`src/design/usp_pkg.sv`:
```
// package for the uart select / modem / interrupt pin block
// assumes a single 20 MHz clock domain and synchronous active-low reset
package usp_pkg;
    // modem status register bit positions
    localparam int MSR_CTS_CHG = 0;
    localparam int MSR_DSR_CHG = 1;
    localparam int MSR_RI_EDGE = 2;
    localparam int MSR_DCD_CHG = 3;
    localparam int MSR_CTS = 4;
    localparam int MSR_DSR = 5;
    localparam int MSR_RI = 6;
    localparam int MSR_DCD = 7;
    // modem control register bit positions
    localparam int MCR_DTR = 0;
    localparam int MCR_RTS = 1;
    localparam int MCR_USER_OUTPUT_ONE = 2;
    localparam int MCR_USER_OUTPUT_TWO = 3;
    localparam int MCR_LOOP = 4;
    // reset values
    localparam logic [7:0] MCR_RESET = 8'h00;
    localparam logic [7:0] MSR_CHG_RESET = 8'h00;
    // receive clock divisor: 16 ticks per bit
    localparam int RCLK_OVERSAMPLE = 16;

    // chip select inputs travel together
    typedef struct packed {
        logic high_a;
        logic high_b;
        logic low_n;
    } usp_sel_t;

    // interrupt source requests from the rest of the uart
    typedef struct packed {
        logic rx_error;
        logic rx_data;
        logic rx_timeout;
        logic thr_empty;
    } usp_irq_src_t;

    // modem input levels (pins are active low)
    typedef struct packed {
        logic cts_n;
        logic dsr_n;
        logic ri_n;
        logic dcd_n;
    } usp_modem_in_t;
endpackage

```
`src/design/usp_pins.sv`:
```
// pin-level select, data bus, modem status/control and interrupt logic
// assumes all pins asynchronous to clock; datapath beyond the pins external
//
// Contract
// - selected only when both high selects high and low select low.
// - any select inactive means unselected; read and write strobes ignored.
// - cts level at status bit 4, change flag at bit 0.
// - cts change interrupts only with modem irq enabled, auto-cts off.
// - auto-cts mode gates transmitter with cts input.
// - carrier detect level at bit 7, change flag bit 3, interrupts.
// - data set ready level bit 5, change flag bit 1, interrupts.
// - transceiver disable high except during selected reads.
// - terminal ready low when control bit set; high on reset, loop.
// - interrupt high when any enabled source is pending; timeout counts only in fifo mode.
// - interrupt drops once serviced or on master reset.
// - master reset clears control register and change flags; forces outputs but rx_tick_out to reset levels.
// - user outputs low per control bits 2, 3; high reset, loop.
// - receiver timed by its own 16x receive clock input.
// - eight-bit bus driven only during selected reads, else released.
// - address strobe low passes selects; rising edge latches them.
`timescale 1ns/10ps
module usp_pins
    import usp_pkg::*;
(
    input wire logic clock,
    input wire logic rst_n,
    input wire logic master_reset_in,
    input wire usp_pkg::usp_sel_t chip_sel_in,
    input wire logic address_latch_strobe_n,
    input wire logic [2:0] reg_sel_in,
    input wire logic read_n_in,
    input wire logic read_in,
    input wire logic write_n_in,
    input wire logic [7:0] data_in,
    output logic [7:0] data_out,
    output logic [7:0] data_oe_n,
    output logic transceiver_disable_out,
    input wire usp_pkg::usp_modem_in_t modem_in,
    input wire logic rclk_in,
    input wire usp_pkg::usp_irq_src_t irq_src_in,
    input wire logic [3:0] irq_enable_in,
    input wire logic fifo_mode_in,
    input wire logic auto_cts_in,
    input wire logic irq_service_in,
    output logic interrupt_out,
    output logic terminal_ready_n_out,
    output logic request_send_n_out,
    output logic user_output_one_n,
    output logic user_output_two_n,
    output logic tx_permit_out,
    output logic rx_tick_out,
    output logic [7:0] modem_control_reg_q,
    output logic [2:0] reg_sel_q,
    output logic reg_read_stb,
    output logic reg_write_stb
);
    import usp_pkg::*;

    localparam logic [2:0] MSR_ADDR = 3'h6;
    localparam logic [2:0] MCR_ADDR = 3'h4;

    // two-flop synchronisers for every pin input except the data bus
    // reset to the idle pin levels, so no false change or edge after reset
    // order: mr, selects, strobe, reg select, rd_n, rd, wr_n, rclk, cts_n
    localparam logic [12:0] PIN_IDLE = 13'h0315;
    logic [12:0] pin_raw, pin_s1, pin_s2;
    assign pin_raw = {master_reset_in, chip_sel_in, address_latch_strobe_n,
                      reg_sel_in, read_n_in, read_in, write_n_in, rclk_in,
                      modem_in.cts_n};
    logic [2:0] mod_s1, mod_s2;
    always_ff @(posedge clock) begin
        if (!rst_n) begin
            pin_s1 <= PIN_IDLE;
            pin_s2 <= PIN_IDLE;
            mod_s1 <= 3'h7;
            mod_s2 <= 3'h7;
        end else begin
            pin_s1 <= pin_raw;
            pin_s2 <= pin_s1;
            mod_s1 <= {modem_in.dsr_n, modem_in.ri_n, modem_in.dcd_n};
            mod_s2 <= mod_s1;
        end
    end

    logic mr_s, as_n_s, rd_n_s, rd_s, wr_n_s, rclk_s, cts_n_s;
    logic dsr_n_s, ri_n_s, dcd_n_s;
    logic [2:0] sel_s, rs_s;
    assign {mr_s, sel_s, as_n_s, rs_s, rd_n_s, rd_s, wr_n_s, rclk_s,
            cts_n_s} = pin_s2;
    assign {dsr_n_s, ri_n_s, dcd_n_s} = mod_s2;

    // address strobe latch: transparent low, hold from rising edge
    logic [2:0] sel_hold_r, rs_hold_r;
    always_ff @(posedge clock) begin
        if (!rst_n) begin
            sel_hold_r <= 3'h1;
            rs_hold_r <= 3'h0;
        end else if (!as_n_s) begin
            sel_hold_r <= sel_s;
            rs_hold_r <= rs_s;
        end
    end
    logic [2:0] sel_eff, rs_eff;
    assign sel_eff = as_n_s ? sel_hold_r : sel_s;
    assign rs_eff = as_n_s ? rs_hold_r : rs_s;

    // decode; unselected blocks both strobes
    logic selected, rd_act, wr_act;
    assign selected = sel_eff[2] & sel_eff[1] & ~sel_eff[0];
    assign rd_act = selected & (~rd_n_s | rd_s);
    assign wr_act = selected & ~wr_n_s;

    // edge detect so each access acts once
    logic rd_act_r, wr_act_r;
    always_ff @(posedge clock) begin
        if (!rst_n || mr_s) begin
            rd_act_r <= 1'b0;
            wr_act_r <= 1'b0;
        end else begin
            rd_act_r <= rd_act;
            wr_act_r <= wr_act;
        end
    end
    logic rd_rise, wr_rise;
    assign rd_rise = rd_act & ~rd_act_r;
    assign wr_rise = wr_act & ~wr_act_r;

    // modem control register, cleared by master reset
    always_ff @(posedge clock) begin
        if (!rst_n || mr_s) begin
            modem_control_reg_q <= MCR_RESET;
        end else if (wr_rise && rs_eff == MCR_ADDR) begin
            modem_control_reg_q <= data_in;
        end
    end
    logic loop_mode;
    assign loop_mode = modem_control_reg_q[MCR_LOOP];

    // previous levels for change detection
    logic [3:0] lvl_prev_r;
    logic [3:0] lvl_now;
    assign lvl_now = {~dcd_n_s, ~ri_n_s, ~dsr_n_s, ~cts_n_s};
    always_ff @(posedge clock) begin
        if (!rst_n) begin
            lvl_prev_r <= 4'h0;
        end else begin
            lvl_prev_r <= lvl_now;
        end
    end

    // change flags; a new change wins over the read clear
    logic [3:0] chg_r, chg_set;
    assign chg_set[0] = lvl_now[0] ^ lvl_prev_r[0];
    assign chg_set[1] = lvl_now[1] ^ lvl_prev_r[1];
    assign chg_set[2] = lvl_prev_r[2] & ~lvl_now[2]; // ring trailing edge
    assign chg_set[3] = lvl_now[3] ^ lvl_prev_r[3];
    logic msr_read;
    assign msr_read = rd_rise && rs_eff == MSR_ADDR;
    always_ff @(posedge clock) begin
        if (!rst_n || mr_s) begin
            chg_r <= MSR_CHG_RESET[3:0];
        end else begin
            chg_r <= chg_set | (msr_read ? 4'h0 : chg_r);
        end
    end
    logic [7:0] msr_val;
    assign msr_val = {lvl_now, chg_r};

    // modem status interrupt: cts change ignored in auto-cts mode
    logic modem_pend;
    assign modem_pend = (chg_r[0] & ~auto_cts_in)
                      | chg_r[1] | chg_r[2] | chg_r[3];
    logic irq_any;
    assign irq_any = (irq_enable_in[2] & irq_src_in.rx_error)
                   | (irq_enable_in[0] & irq_src_in.rx_data)
                   | (irq_enable_in[0] & fifo_mode_in & irq_src_in.rx_timeout)
                   | (irq_enable_in[1] & irq_src_in.thr_empty)
                   | (irq_enable_in[3] & modem_pend);

    // interrupt output; service pulse drops it for one cycle, then it follows the pending sources
    always_ff @(posedge clock) begin
        if (!rst_n || mr_s) begin
            interrupt_out <= 1'b0;
        end else if (irq_service_in) begin
            interrupt_out <= 1'b0;
        end else begin
            interrupt_out <= irq_any;
        end
    end

    // modem control pins, inactive high in reset and loop
    always_ff @(posedge clock) begin
        if (!rst_n || mr_s || loop_mode) begin
            terminal_ready_n_out <= 1'b1;
            request_send_n_out <= 1'b1;
            user_output_one_n <= 1'b1;
            user_output_two_n <= 1'b1;
        end else begin
            terminal_ready_n_out <= ~modem_control_reg_q[MCR_DTR];
            request_send_n_out <= ~modem_control_reg_q[MCR_RTS];
            user_output_one_n <= ~modem_control_reg_q[MCR_USER_OUTPUT_ONE];
            user_output_two_n <= ~modem_control_reg_q[MCR_USER_OUTPUT_TWO];
        end
    end

    // transmitter gate; cts active low
    always_ff @(posedge clock) begin
        if (!rst_n || mr_s) begin
            tx_permit_out <= 1'b1;
        end else begin
            tx_permit_out <= ~auto_cts_in | ~cts_n_s;
        end
    end

    // receive 16x clock: one tick per rising edge of rclk
    logic rclk_prev_r;
    always_ff @(posedge clock) begin
        if (!rst_n) begin
            rclk_prev_r <= 1'b0;
            rx_tick_out <= 1'b0;
        end else begin
            rclk_prev_r <= rclk_s;
            rx_tick_out <= rclk_s & ~rclk_prev_r;
        end
    end

    // data bus drive only during selected reads
    always_ff @(posedge clock) begin
        if (!rst_n || mr_s) begin
            data_out <= 8'h00;
            data_oe_n <= 8'hFF;
            transceiver_disable_out <= 1'b1;
        end else begin
            data_out <= (rs_eff == MSR_ADDR) ? msr_val :
                        (rs_eff == MCR_ADDR) ? modem_control_reg_q : 8'h00;
            data_oe_n <= rd_act ? 8'h00 : 8'hFF;
            transceiver_disable_out <= ~rd_act;
        end
    end

    // access strobes to the rest of the uart
    always_ff @(posedge clock) begin
        if (!rst_n || mr_s) begin
            reg_sel_q <= 3'h0;
            reg_read_stb <= 1'b0;
            reg_write_stb <= 1'b0;
        end else begin
            reg_sel_q <= rs_eff;
            reg_read_stb <= rd_rise;
            reg_write_stb <= wr_rise;
        end
    end
endmodule

```
`config.mk`:
```
export PLATFORM = sky130hd
export DESIGN_NAME = usp_pins
export DESIGN_NICKNAME = d
export VERILOG_FILES = /design/src/design/usp_pkg.sv /design/src/design/usp_pins.sv
export SDC_FILE = /design/constraint.sdc
export NUM_CORES = 1
export LEC_CHECK = 0
export BUFFER_PORTS_ARGS = -buffer_cell sky130_fd_sc_hd__buf_2
export CAP_MARGIN = 20
export CELL_PAD_IN_SITES_DETAIL_PLACEMENT = 0
export CELL_PAD_IN_SITES_GLOBAL_PLACEMENT = 1
export CORE_MARGIN = 1
export CORE_UTILIZATION = 25
export CTS_CLUSTER_DIAMETER = 150
export DETAILED_ROUTE_END_ITERATION = 16
export PLACE_DENSITY = 0.55
export SLEW_MARGIN = 10
export SYNTH_ARGS = -nofsm -noshare
export SYNTH_HDL_FRONTEND = slang
export SYNTH_SLANG_ARGS = --single-unit
```
`constraint.sdc`:
```
create_clock -name clock -period 3.7 [get_ports clock]
set_clock_uncertainty 0.2 [all_clocks]
set_input_delay 0.925 -clock clock [delete_from_list [all_inputs] [get_ports clock]]
set_output_delay 0.925 -clock clock [all_outputs]
set_load 0.02 [all_outputs]
```
==> results of run 1 <==
-- synthesized netlist by cell type --
library cell  count
nand4b_1          1
nor3_2            1
a22oi_4           1
nand2_1           9
buf_2             1
nand2b_1         17
or3b_4            1
nor2b_1          12
nand4bb_2         1
a22o_2            1
nor2_1           14
a22o_1            3
a21oi_1           8
nand3_1           9
and2_1           19
a31oi_4           1
a211oi_1          5
mux2i_1           9
nand3b_1          1
inv_1             1
mux2_4            1
nor3_1            2
xnor2_1           3
or3_1             1
a222oi_1          1
o21ai_1           8
a32o_1            1
a21o_1            1
clkbuf_1          7
dfxtp_1          78
buf_6             2
o41ai_1           1
buf_4             8
-- registers in the layout, summed over array words and instances (netlist names), 3 cells and up --
signal               count
reg_sel_q                3
pin_s2                  13
modem_control_reg_q      8
mod_s2                   3
mod_s1                   3
lvl_prev_r               4
chg_r                    4
rs_hold_r                3
pin_s1                  13
sel_hold_r               3
data_out                 8
-- final timing paths --
path | to | slack (ns)
hold reg to reg | rx_tick_out$_SDFF_PN0_ | 0.18
setup reg to reg | modem_control_reg_q[5]$_SDFFE_PP0P_ | 1.58
hold / removal | rx_tick_out$_SDFF_PN0_ | 0.18
setup / recovery | chg_r[0]$_SDFF_PP0_ | 1.56
-- cells by family after synthesis --
| family | after synthesis |
|---|---|
| simple gates | 88 |
| flops | 78 |
| compound gates | 31 |
| buf+inv | 19 |
| mux | 10 |
| xor+xnor | 3 |
-- final cells by class --
| class | count | share of cell area |
|---|---|---|
| Clock buffer | 14 | 0.0484 |
| Sequential cell | 78 | 0.495 |
| Clock inverter | 1 | 0.00952 |
| Multi-Input combinational cell | 132 | 0.275 |
| Tap cell | 133 | 0.0528 |
| Timing Repair Buffer | 74 | 0.118 |
| Inverter | 1 | 0.00119 |
-- power by group through the flow --
stage,clock [W],sequential (W),combinational [W]
2_1_floorplan,0,0.000891,0.0000419
3_3_place_gp,0,0.000893,0.0000716
3_5_place_dp,0,0.000894,0.0000711
4_1_cts,0.000631,0.000874,0.0000714
5_1_grt,0.000667,0.000876,0.0000779
6_report,0.000603,0.000874,0.0000695
-- critical path: cells and delay by family --
| kind | cells | cell delay [ns] |
|---|---|---|
| and+or+nand+nor | 1 | 0.40 |
| AOI/OAI and AO/OA | 2 | 0.48 |
| buffers and inverters | 2 | 0.41 |
-- per-stage QoR --
stage               setup slack (ns)  instances  cell area, µm²  utilization
global placement                1.16        418            2970        0.302
floorplan                       1.78        229            2540            -
CTS                             1.52        433            3150        0.321
detailed placement              1.17        418            2970        0.302
global route                    1.36        433            3150        0.321
finish                          1.56        433            3150        0.321
-- cells in the final DEF, fill, tap and decap left out, types with 2 or more instances in the layout --
cell	count
a211oi_1	5
o21ai_1	8
nor2_1	14
clkbuf_8	10
a21oi_1	8
nor3_1	2
xnor2_1	3
dfxtp_1	78
nor2b_1	12
a22o_1	3
mux2i_1	9
and2_1	19
nand3_1	9
nand2_1	9
clkbuf_1	4
nand2b_1	17
buf_2	73
-- routing by layer --
metal  up-vias  track usage  wire, µm
li1        887            -         -
met4         0       0.0390        61
met2        69        0.151      2110
met5         -            0         0
met3         6       0.0475       454
met1       759        0.123      2330
==> out/metrics.csv, run 1 <==
stage,metric,value,unit
clock_network,clock-sinks,78,
placed_design,portBuffers,73,
grt,grt_pass1_vias,1534,
worst_setup_path,critPathKind,in2reg,
clock_network,cts_hold_buf,0,
clock_network,htree_levels,3,
timing,holdWs,0.182,ns
die,fp.coreArea,9820,µm²
timing,post-route-period-util,0.579,
worst_setup_path,worst-path-max-fanout,44,
drt,drtAntennaViolNets,0,
worst_setup_path,start_kind,input pin,
yosys,synth.cell_area,2540,µm²
drt,drc_errors,0,
yosys,synthMuxAreaShare,0.0413,
grt,grt_pass1_wl,7690,µm
layout,nFillCells,1069,
run_status,status,"finished, final reports clean",
die,dieArea,10600,µm²
die,die_w,103,µm
yosys,synth_xor_area_frac,0.0103,
grt,antenna_found_initial,0,
yosys,synth_area_leaders,"dfxtp_1 (61%), and2_1 (4.7%), nand2b_1 (4.2%)",
grt,grt-ovfl-total,0,
drt,first_pass_iters,4,
power_and_ir_drop,swShare,0.206,
clock_network,cts-resized-gates,0,
worst_setup_path,worstPathCellList,buf_2 > buf_4 > nand2b_1 > a31oi_4 > a22o_1,
drt,routed_wl,4960,µm
timing,slew_headroom,0.595,
clock_network,cts_tree,built,
layout,syn_to_final_growth,23.9,%
timing,final-hold-violation-count,0,
drt,drtIter0Drc,45,
power_and_ir_drop,irDropWorstVdd,178,µV
grt,grt_max_degree,45,
worst_setup_path,cp_data_required_time,3.79,ns
yosys,synth_warnings,0,
worst_setup_path,reg2reg_from,pin_s2[8]$_SDFF_PN1_,
clock_network,clk_pin_slew_worst_paths,0.07,ns
clock_network,cts_inserted_buffers,9,
yosys,synth_compound_area_frac,0.0914,
yosys,ys_seq_elements,78,
worst_setup_path,cp_slowest_cell,nand2b_1,
yosys,ys_types,33,
yosys,syn_nets,266,
worst_setup_path,cp_data_arrival_time,2.23,ns
timing,rsz0062_at_grt,false,
hold_path,whs_path_depth,1,
yosys,avgSynthCellArea,11.1,µm²
worst_setup_path,r2r_cells,4,
power_and_ir_drop,power.switching,0.000319,W
power_and_ir_drop,seq_power_share,0.565,
yosys,yosys.area_share.simple,0.197,
clock_network,clockBufferDepth,2,
worst_setup_path,max_stage_delay,0.40,ns
placed_design,hpwl,3590,µm
power_and_ir_drop,power.internal,0.00123,W
yosys,synthCells,229,
die,num_rows,36,
clock_network,clkLatencyLatePin,0.34,ns
layout,antenna_cells,0,
layout,fin_nets,333,
power_and_ir_drop,p_leak,1.31,nW
timing,setup_viol,0,
yosys,yosysTopAreaCellShare,0.614,
power_and_ir_drop,power.share.clock,0.390,
drt,viasPerCell,3.97,
flow_run,max_cap_violations,0,
clock_network,cts_root_buf,clkbuf_8,
placed_design,place_congestion,0.724,
drt,vias,1721,
layout,layout-drive-gt1-share,0.307,
clock_network,cts_setup_buffers,0,
timing,fin_tns_setup,0,ns
timing,fin_crit,2.14,ns
die,io_pins,74,
worst_setup_path,critical_path.startpoint,rst_n,
power_and_ir_drop,power.total,0.00155,W
grt,globalRouteTotalUtil,0.100,
yosys,yosysSeqAreaShare,0.614,
yosys,synth-adder-area-share,0,
power_and_ir_drop,pwr-share-comb,0.045,
die,start_util,0.259,
hold_path,hp-start,rclk_prev_r$_SDFF_PN0_,
layout,multi_input_area,866,µm²
timing,final_max_slew_viol_count,0,
yosys,synth_top_family_by_area,simple AND/OR/NAND/NOR gates,
die,die_y,103,µm
yosys,synth_largest_area_cell,dfxtp_1,
layout,seq_area,1560,µm²
power_and_ir_drop,p_per_area,490,nW/µm²
hold_path,hold_path.class,reg2reg,
timing,max_slew.worst_pin.slew,0.606,ns
drt,wl_per_cell,11.5,µm
timing,fmax,467,MHz
worst_setup_path,endpoint_kind,flop,
No activity file was read; power rests on OpenSTA's default activity.
==> run 2: changes to the inputs <==
--- a/config.mk
+++ b/config.mk
@@ -5,6 +5,7 @@
 export SDC_FILE = /design/constraint.sdc
 export NUM_CORES = 1
 export LEC_CHECK = 0
+export ABC_AREA = 1
 export BUFFER_PORTS_ARGS = -buffer_cell sky130_fd_sc_hd__buf_2
 export CAP_MARGIN = 20
 export CELL_PAD_IN_SITES_DETAIL_PLACEMENT = 0
@@ -13,7 +14,7 @@
 export CORE_UTILIZATION = 25
 export CTS_CLUSTER_DIAMETER = 150
 export DETAILED_ROUTE_END_ITERATION = 16
-export PLACE_DENSITY = 0.55
+export PLACE_DENSITY = 0.57
 export SLEW_MARGIN = 10
 export SYNTH_ARGS = -nofsm -noshare
 export SYNTH_HDL_FRONTEND = slang
==> constraint.sdc (replaced) <==
create_clock -name clock -period 2.15 [get_ports clock]
set_clock_uncertainty 0.2 [all_clocks]
set_input_delay 0.5375 -clock clock [delete_from_list [all_inputs] [get_ports clock]]
set_output_delay 0.5375 -clock clock [all_outputs]
set_load 0.02 [all_outputs]
==> run 2 against run 1 <==
  * Clock-buffer cell count decreased by 4
  * Sequential power increased by 72%
  * Highest routed layer unchanged
  * Sequential share of layout area decreased by 2.2 points
  * Design area increased by 4.6%
==> out/metrics.csv, run 2 <==
stage,metric,value,unit,change
power_and_ir_drop,power.total,0.00271,W,was 0.00155 W
drt,drc_errors,0,,unchanged
layout,final_common_cell,dfxtp_1,,unchanged
worst_setup_path,cp_data_arrival_time,0.95,ns,was 2.23 ns
yosys,synth_edf_count,0,,unchanged
drt,first_pass_iters,4,,unchanged
clock_network,cts-resized-gates,0,,unchanged
timing,rsz0062_at_grt,false,,unchanged
yosys,synth_warnings,0,,unchanged
worst_setup_path,cp_data_required_time,1.41,ns,was 3.79 ns
worst_setup_path,path_depth,1,,was 5
power_and_ir_drop,irDropWorstVdd,283,µV,was 178 µV
placed_design,hpwl,3650,µm,was 3590 µm
clock_network,cts_setup_buffers,0,,unchanged
worst_setup_path,worstPathCellList,buf_2,,was buf_2 > buf_4 > nand2b_1 > a31oi_4 > a22o_1
clock_network,clockBufferDepth,2,,unchanged
power_and_ir_drop,p_leak,1.59,nW,was 1.31 nW
yosys,yosysTopAreaCellShare,0.594,,was 0.614
timing,final-hold-violation-count,0,,unchanged
grt,globalRouteTotalUtil,0.100,,about the same
clock_network,clk_pin_slew_worst_paths,0.08,ns,was 0.07 ns
yosys,yosysSeqAreaShare,0.594,,was 0.614
worst_setup_path,start_kind,flop,,was input pin
drt,vias,1926,,was 1721
worst_setup_path,r2r_cells,8,,was 4
grt,grt_pass1_vias,1782,,was 1534
die,dieArea,10900,µm²,was 10600 µm²
grt,grt-ovfl-total,0,,unchanged
yosys,ys_seq_elements,78,,unchanged
yosys,syn_nets,330,,was 266
layout,fin_nets,403,,was 333
worst_setup_path,path_delay_family,flip-flops,,was compound AO/OA/AOI/OAI gates
power_and_ir_drop,p_per_area,823,nW/µm²,was 490 nW/µm²
placed_design,portBuffers,73,,unchanged
die,io_pins,74,,unchanged
yosys,synthCells,293,,was 229
clock_network,cts_hold_buf,0,,unchanged
drt,viasPerCell,3.81,,was 3.97
timing,fmax,591,MHz,
hold_path,hold_path.class,in2reg,,was reg2reg
timing,fin_crit,1.69,ns,
placed_design,place_congestion,0.709,,was 0.724
flow_run,max_cap_violations,0,,unchanged
die,die_y,105,µm,was 103 µm
worst_setup_path,endpoint_kind,output port,,was flop
run_status,status,"finished, final reports clean",,unchanged
clock_network,cts_tree,built,,unchanged
layout,layout-drive-gt1-share,0.343,,was 0.307
worst_setup_path,crit_buf_inv,1,,was 2
grt,grt_max_degree,26,,was 45
yosys,avgSynthCellArea,8.97,µm²,was 11.1 µm²
clock_network,cts_root_buf,clkbuf_8,,unchanged
yosys,synthArstFlopShare,0,,unchanged
yosys,synth.cell_area,2630,µm²,was 2540 µm²
yosys,synthMostInstantiatedCell,dfxtp_1,,unchanged
worst_setup_path,worst-path-max-fanout,9,,was 44
layout,final_cell_mix,"dfxtp_1 (78), buf_2 (73), nand2_1 (67), nor2_1 (35), inv_1 (30)",,"was dfxtp_1 (78), buf_2 (73), and2_1 (19), nand2b_1 (17), nor2_1 (14)"
yosys,synth_area_leaders,"dfxtp_1 (59%), nand2_1 (9.6%), nor2_1 (5.0%)",,"was dfxtp_1 (61%), and2_1 (4.7%), nand2b_1 (4.2%)"
timing,slew_headroom,0.758,,was 0.595
yosys,synth_ff_type,dfxtp_1,,unchanged
yosys,ys_types,25,,was 33
layout,syn_to_final_growth,25.5,%,was 23.9%
worst_setup_path,max_stage_delay,0.42,ns,was 0.40 ns
hold_path,whs_path_depth,2,,was 1
die,start_util,0.256,,was 0.259
worst_setup_path,critPathKind,reg2out,,was in2reg
timing,post-route-period-util,0.787,,
layout,nFillCells,1130,,was 1069
drt,drtIter0Drc,28,,was 45
yosys,synth_largest_area_cell,dfxtp_1,,unchanged
clock_network,clkLatencyLatePin,0.34,ns,about the same
clock_network,cts_inserted_buffers,9,,unchanged
worst_setup_path,cp_slowest_cell,dfxtp_1,,was nand2b_1
drt,routed_wl,5020,µm,was 4960 µm
die,num_rows,37,,was 36
timing,final_max_slew_viol_count,0,,unchanged
timing,setup_viol,0,,unchanged
drt,wl_per_cell,9.91,µm,was 11.5 µm
yosys,yosys-top-cells-count,"dfxtp_1 (78), nand2_1 (67), nor2_1 (35)",,"was dfxtp_1 (78), and2_1 (19), nand2b_1 (17)"
grt,antenna_found_initial,0,,unchanged
die,fp.coreArea,10300,µm²,was 9820 µm²
timing,max_slew.worst_pin.slew,0.362,ns,was 0.606 ns
timing,fin_tns_setup,0,ns,unchanged
layout,antenna_cells,0,,unchanged
clock_network,clock-sinks,78,,unchanged
grt,grt_pass1_wl,8420,µm,was 7690 µm
die,die_w,105,µm,was 103 µm
drt,drtAntennaViolNets,0,,unchanged
clock_network,htree_levels,3,,unchanged
layout,top_regs,"pin_s1 x13, pin_s2 x13",,unchanged
run 2: power breakdown:
| group | switching (W) | internal, W |
|---|---|---|
| Combinational | 0.0000753 | 0.0000625 |
| Clock | 0.000512 | 0.000563 |
| Sequential | 0.0000153 | 0.00148 |
run 2: path summary, 6_finish.rpt:
path | from | endpoint | slack [ns]
worst min register to register | rclk_prev_r$_SDFF_PN0_ | rx_tick_out$_SDFF_PN0_ | 0.19
worst max register to register | pin_s2[8]$_SDFF_PN1_ | modem_control_reg_q[7]$_SDFFE_PP0P_ | 0.51
worst min-delay path | irq_service_in | interrupt_out$_SDFF_PP0_ | 0.14
worst max-delay path | data_oe_n[6]$_SDFF_PP1_ | data_oe_n[3] | 0.46
run 2: final cells by class:
type	instances	area, µm²	area share
clock buffers	10	138	0.0417
repair buffers	76	388	0.118
inverters	33	124	0.0376
flip-flops and latches	78	1560	0.474
clock inverters	5	60.1	0.0182
multi-input cells	168	856	0.260
well taps	136	170	0.0516
run 2: stage by stage:
| step | cells | util | cell area, µm² | worst slack (ns) | hold slack, ns |
|---|---|---|---|---|---|
| after detailed placement | 491 | 0.302 | 3100 | 0.440 | 0.181 |
| after floorplan | 293 | - | 2630 | 0.603 | 0.168 |
| after global placement | 491 | 0.302 | 3100 | 0.491 | 0.174 |
| after CTS | 506 | 0.321 | 3300 | 0.417 | 0.119 |
| final | 506 | 0.321 | 3300 | 0.459 | 0.143 |
| after global routing | 506 | 0.321 | 3300 | 0.346 | 0.135 |
run 2: cells by family (layout without fill, tap and decap cells):
| family | after synthesis | count (layout) | synth area share |
|---|---|---|---|
| AND/OR/NAND/NOR | 149 | 149 | 0.282 |
| buffers and inverters | 47 | 124 | 0.0800 |
| flip-flops | 78 | 78 | 0.594 |
| XOR/XNOR | 3 | 3 | 0.0100 |
| AO/OA/AOI/OAI | 16 | 16 | 0.0333 |
run 2: worst register-to-register path, delay by kind of cell, from the launching register on:
kind / cells / cell delay [ns]
AND/OR/NAND/NOR: 7 / 0.83
buffers and inverters: 1 / 0.13
flip-flops: 1 / 0.38
run 2: metal layers:
metal / vias up / share of wire / global-route usage
met5: - / 0 / 0
met1: 847 / 0.49 / 0.126
met3: 6 / 0.055 / 0.0313
met2: 55 / 0.44 / 0.150
li1: 1018 / - / -
met4: 0 / 0.014 / 0.0582
==> run 3: changes to the inputs <==
==> constraint.sdc (replaced) <==
create_clock -name clock -period 1.63 [get_ports clock]
set_clock_uncertainty 0.2 [all_clocks]
set_input_delay 0.4075 -clock clock [delete_from_list [all_inputs] [get_ports clock]]
set_output_delay 0.4075 -clock clock [all_outputs]
set_load 0.02 [all_outputs]
==> run 3 against run 2 <==
  * Core utilization grew 1.2 points
  * Sequential power increased by 32%
  * Design area up 3.6%
  * Sequential share of layout area decreased by 1.5 points
  * Setup slack got worse by 0.38 ns
  * Worst hold slack worse by 0.10 ns
  * Via count grew 3.0%
  * Cell count grew 1.2%
  * Clock-buffer cell count down 1
  * Die area stayed put
  * Combinational power grew 43%
  * Critical endpoint is now modem_control_reg_q[4]
  * Largest power group unchanged
==> out/metrics.csv, run 3 (synthesized netlist as in run 2, its figures left out) <==
stage,metric,value,unit,change
clock_network,clock-sinks,78,,unchanged
grt,grt_pass1_vias,1789,,was 1782
layout,utilization,0.332,,was 0.321
placed_design,place_area,3140,µm²,was 3100 µm²
layout,antenna_cells,0,,unchanged
drt,wl_per_cell,10.1,µm,was 9.91 µm
timing,post-route-period-util,0.951,,
layout,final_common_cell,dfxtp_1,,unchanged
worst_setup_path,cp_data_required_time,1.02,ns,was 1.41 ns
power_and_ir_drop,power.internal,0.00290,W,was 0.00211 W
die,dieArea,10900,µm²,unchanged
clock_network,clkLatencyLatePin,0.35,ns,was 0.34 ns
worst_setup_path,worstPathCellList,buf_2,,unchanged
worst_setup_path,cp_slowest_cell,dfxtp_1,,unchanged
placed_design,hpwl,3760,µm,was 3650 µm
power_and_ir_drop,p_per_area,1090,nW/µm²,was 823 nW/µm²
worst_setup_path,max_stage_delay,0.40,ns,was 0.42 ns
power_and_ir_drop,seq_power_share,0.534,,was 0.553
die,die_w,105,µm,unchanged
run_status,status,"finished, final reports clean",,unchanged
timing,max_slew.worst_pin.slew,0.303,ns,was 0.362 ns
layout,stdcell_count,512,,was 506
layout,layout-drive-gt1-share,0.370,,was 0.343
grt,grt_pass1_wl,8510,µm,was 8420 µm
hold_path,min_to,pin_s1[3]$_SDFF_PN0_,,was interrupt_out$_SDFF_PP0_
worst_setup_path,endpoint_kind,output port,,unchanged
flow_run,max_cap_violations,0,,unchanged
timing,rsz0062_at_grt,true,,was false
placed_design,portBuffers,73,,unchanged
layout,fin_area,3420,µm²,was 3300 µm²
grt,globalRouteTotalUtil,0.102,,was 0.100
die,fp.coreArea,10300,µm²,unchanged
die,start_util,0.256,,unchanged
die,num_rows,37,,unchanged
worst_setup_path,rr_endpoint,modem_control_reg_q[6]$_SDFFE_PP0P_,,was modem_control_reg_q[7]$_SDFFE_PP0P_
timing,fin_crit,1.55,ns,
drt,first_pass_iters,4,,unchanged
drt,viasPerCell,3.88,,was 3.81
hold_path,whs_path_depth,3,,was 2
die,io_pins,74,,unchanged
power_and_ir_drop,power.share.clock,0.413,,was 0.396
timing,final-hold-violation-count,0,,unchanged
power_and_ir_drop,power.switching,0.000806,W,was 0.000602 W
timing,fin_tns_setup,0,ns,unchanged
timing,slew_headroom,0.796,,was 0.758
power_and_ir_drop,swShare,0.217,,was 0.222
worst_setup_path,path_delay_family,flip-flops,,unchanged
layout,final_cell_mix,"dfxtp_1 (76), buf_2 (73), nand2_1 (64), nor2_1 (34), inv_1 (30)",,"was dfxtp_1 (78), buf_2 (73), nand2_1 (67), nor2_1 (35), inv_1 (30)"
die,die_y,105,µm,unchanged
clock_network,cts_root_buf,clkbuf_8,,unchanged
drt,drtIter0Drc,32,,was 28
clock_network,cts_inserted_buffers,9,,unchanged
worst_setup_path,start_kind,flop,,unchanged
worst_setup_path,cp_data_arrival_time,0.94,ns,was 0.95 ns
worst_setup_path,crit_buf_inv,1,,unchanged
drt,vias,1984,,was 1926
layout,multi_input_area,881,µm²,was 856 µm²
clock_network,cts_tree,built,,unchanged
placed_design,dpl.cell_count,495,,was 491
layout,fin_nets,409,,was 403
layout,syn_to_final_growth,30.0,%,was 25.5%
timing,final_max_slew_viol_count,0,,unchanged
drt,drtAntennaViolNets,0,,unchanged
worst_setup_path,r2r_cells,9,,was 8
layout,nFillCells,1123,,was 1130
placed_design,place_congestion,0.711,,was 0.709
drt,drc_errors,0,,unchanged
layout,top_regs,"pin_s1 x13, pin_s2 x13",,unchanged
clock_network,clk_pin_slew_worst_paths,0.08,ns,about the same
grt,grt_max_degree,26,,unchanged
clock_network,htree_levels,3,,unchanged
worst_setup_path,reg2reg_from,pin_s2[8]$_SDFF_PN1_,,unchanged
hold_path,hold_path.class,in2reg,,unchanged
power_and_ir_drop,pwr-share-comb,0.053,,was 0.051
worst_setup_path,worst-path-max-fanout,4,,was 9
grt,grt-ovfl-total,0,,unchanged
layout,seq_area,1570,µm²,was 1560 µm²
worst_setup_path,reg2reg_slack,0.14,ns,was 0.51 ns
power_and_ir_drop,p_leak,1.63,nW,was 1.59 nW
grt,antenna_found_initial,0,,unchanged
worst_setup_path,critPathKind,reg2out,,unchanged
timing,fmax,645,MHz,
clock_network,clockBufferDepth,2,,unchanged
timing,setup_viol,0,,unchanged
power_and_ir_drop,irDropWorstVdd,428,µV,was 283 µV
drt,routed_wl,5160,µm,was 5020 µm
hold_path,hp-start,read_in,,was irq_service_in
## run 3: cell types whose count changed in the layout (fill, tap and decap cells not counted), sizes merged
cell	change
clkinv	+1
clkinvlp	-1
bufinv	+1
clkbuf	-1
dlygate4sd3	+1
buf	+5
## run 3: power groups by stage
| stage | logic (W) | clock network, W | registers [W] |
|---|---|---|---|
| after CTS | 0.000199 | 0.00160 | 0.00198 |
| final | 0.000197 | 0.00153 | 0.00198 |
| after detailed placement | 0.000194 | 0 | 0.00203 |
| after floorplan | 0.000104 | 0 | 0.00203 |
| after global placement | 0.000192 | 0 | 0.00202 |
| after global routing | 0.000226 | 0.00168 | 0.00199 |
## run 3: worst max-delay path by stage
stage | from | endpoint | slack, ns | cells past startpoint
final | modem_control_reg_q[4]$_SDFFE_PP0P_ | modem_control_reg_q[4] | 0.08 | 1
after global routing | pin_s2[8]$_SDFF_PN1_ | modem_control_reg_q[3]$_SDFFE_PP0P_ | -0.002 | 8
after CTS | data_oe_n[6]$_SDFF_PP1_ | data_oe_n[0] | 0.02 | 1
after detailed placement | pin_s2[8]$_SDFF_PN1_ | modem_control_reg_q[3]$_SDFFE_PP0P_ | -0.06 | 8
after global placement | pin_s2[8]$_SDFF_PN1_ | modem_control_reg_q[1]$_SDFFE_PP0P_ | -0.03 | 8
after floorplan | pin_s2[8]$_SDFF_PN1_ | modem_control_reg_q[4]$_SDFFE_PP0P_ | 0.21 | 9
## run 3: routing by layer
layer  vias to the layer above  GRT usage  share of wire
met4                         0     0.0643          0.019
met2                        60      0.153           0.45
met5                         -          0              0
met1                       882      0.129           0.48
met3                         9     0.0294          0.048
li1                       1033          -              -
## run 3: cell type report
cell class              instances  share of cell area
inverters                      33              0.0370
multi-input cells             168               0.258
clock inverters                 6              0.0256
flip-flops and latches         78               0.459
repair buffers                 82               0.135
well taps                     136              0.0498
clock buffers                   9              0.0363
## run 3: through the flow
| step | total power (W) | setup WS (ns) | hold slack, ns |
|---|---|---|---|
| floorplan | 0.00213 | 0.211 | 0.168 |
| global placement | 0.00222 | -0.0295 | 0.175 |
| detailed placement | 0.00222 | -0.0638 | 0.183 |
| CTS | 0.00378 | 0.0217 | 0.0160 |
| global route | 0.00389 | -0.00237 | 0.0164 |
| finish | 0.00371 | 0.0803 | 0.0384 |
## run 3: repair_timing
action	CTS	global route
hold buffers	1	0
endpoints found under the hold margin	1	0
pin swaps	1	2
cloned	0	0
endpoints found under the setup margin	8	23
gates resized for setup	3	8
setup buffers	1	0
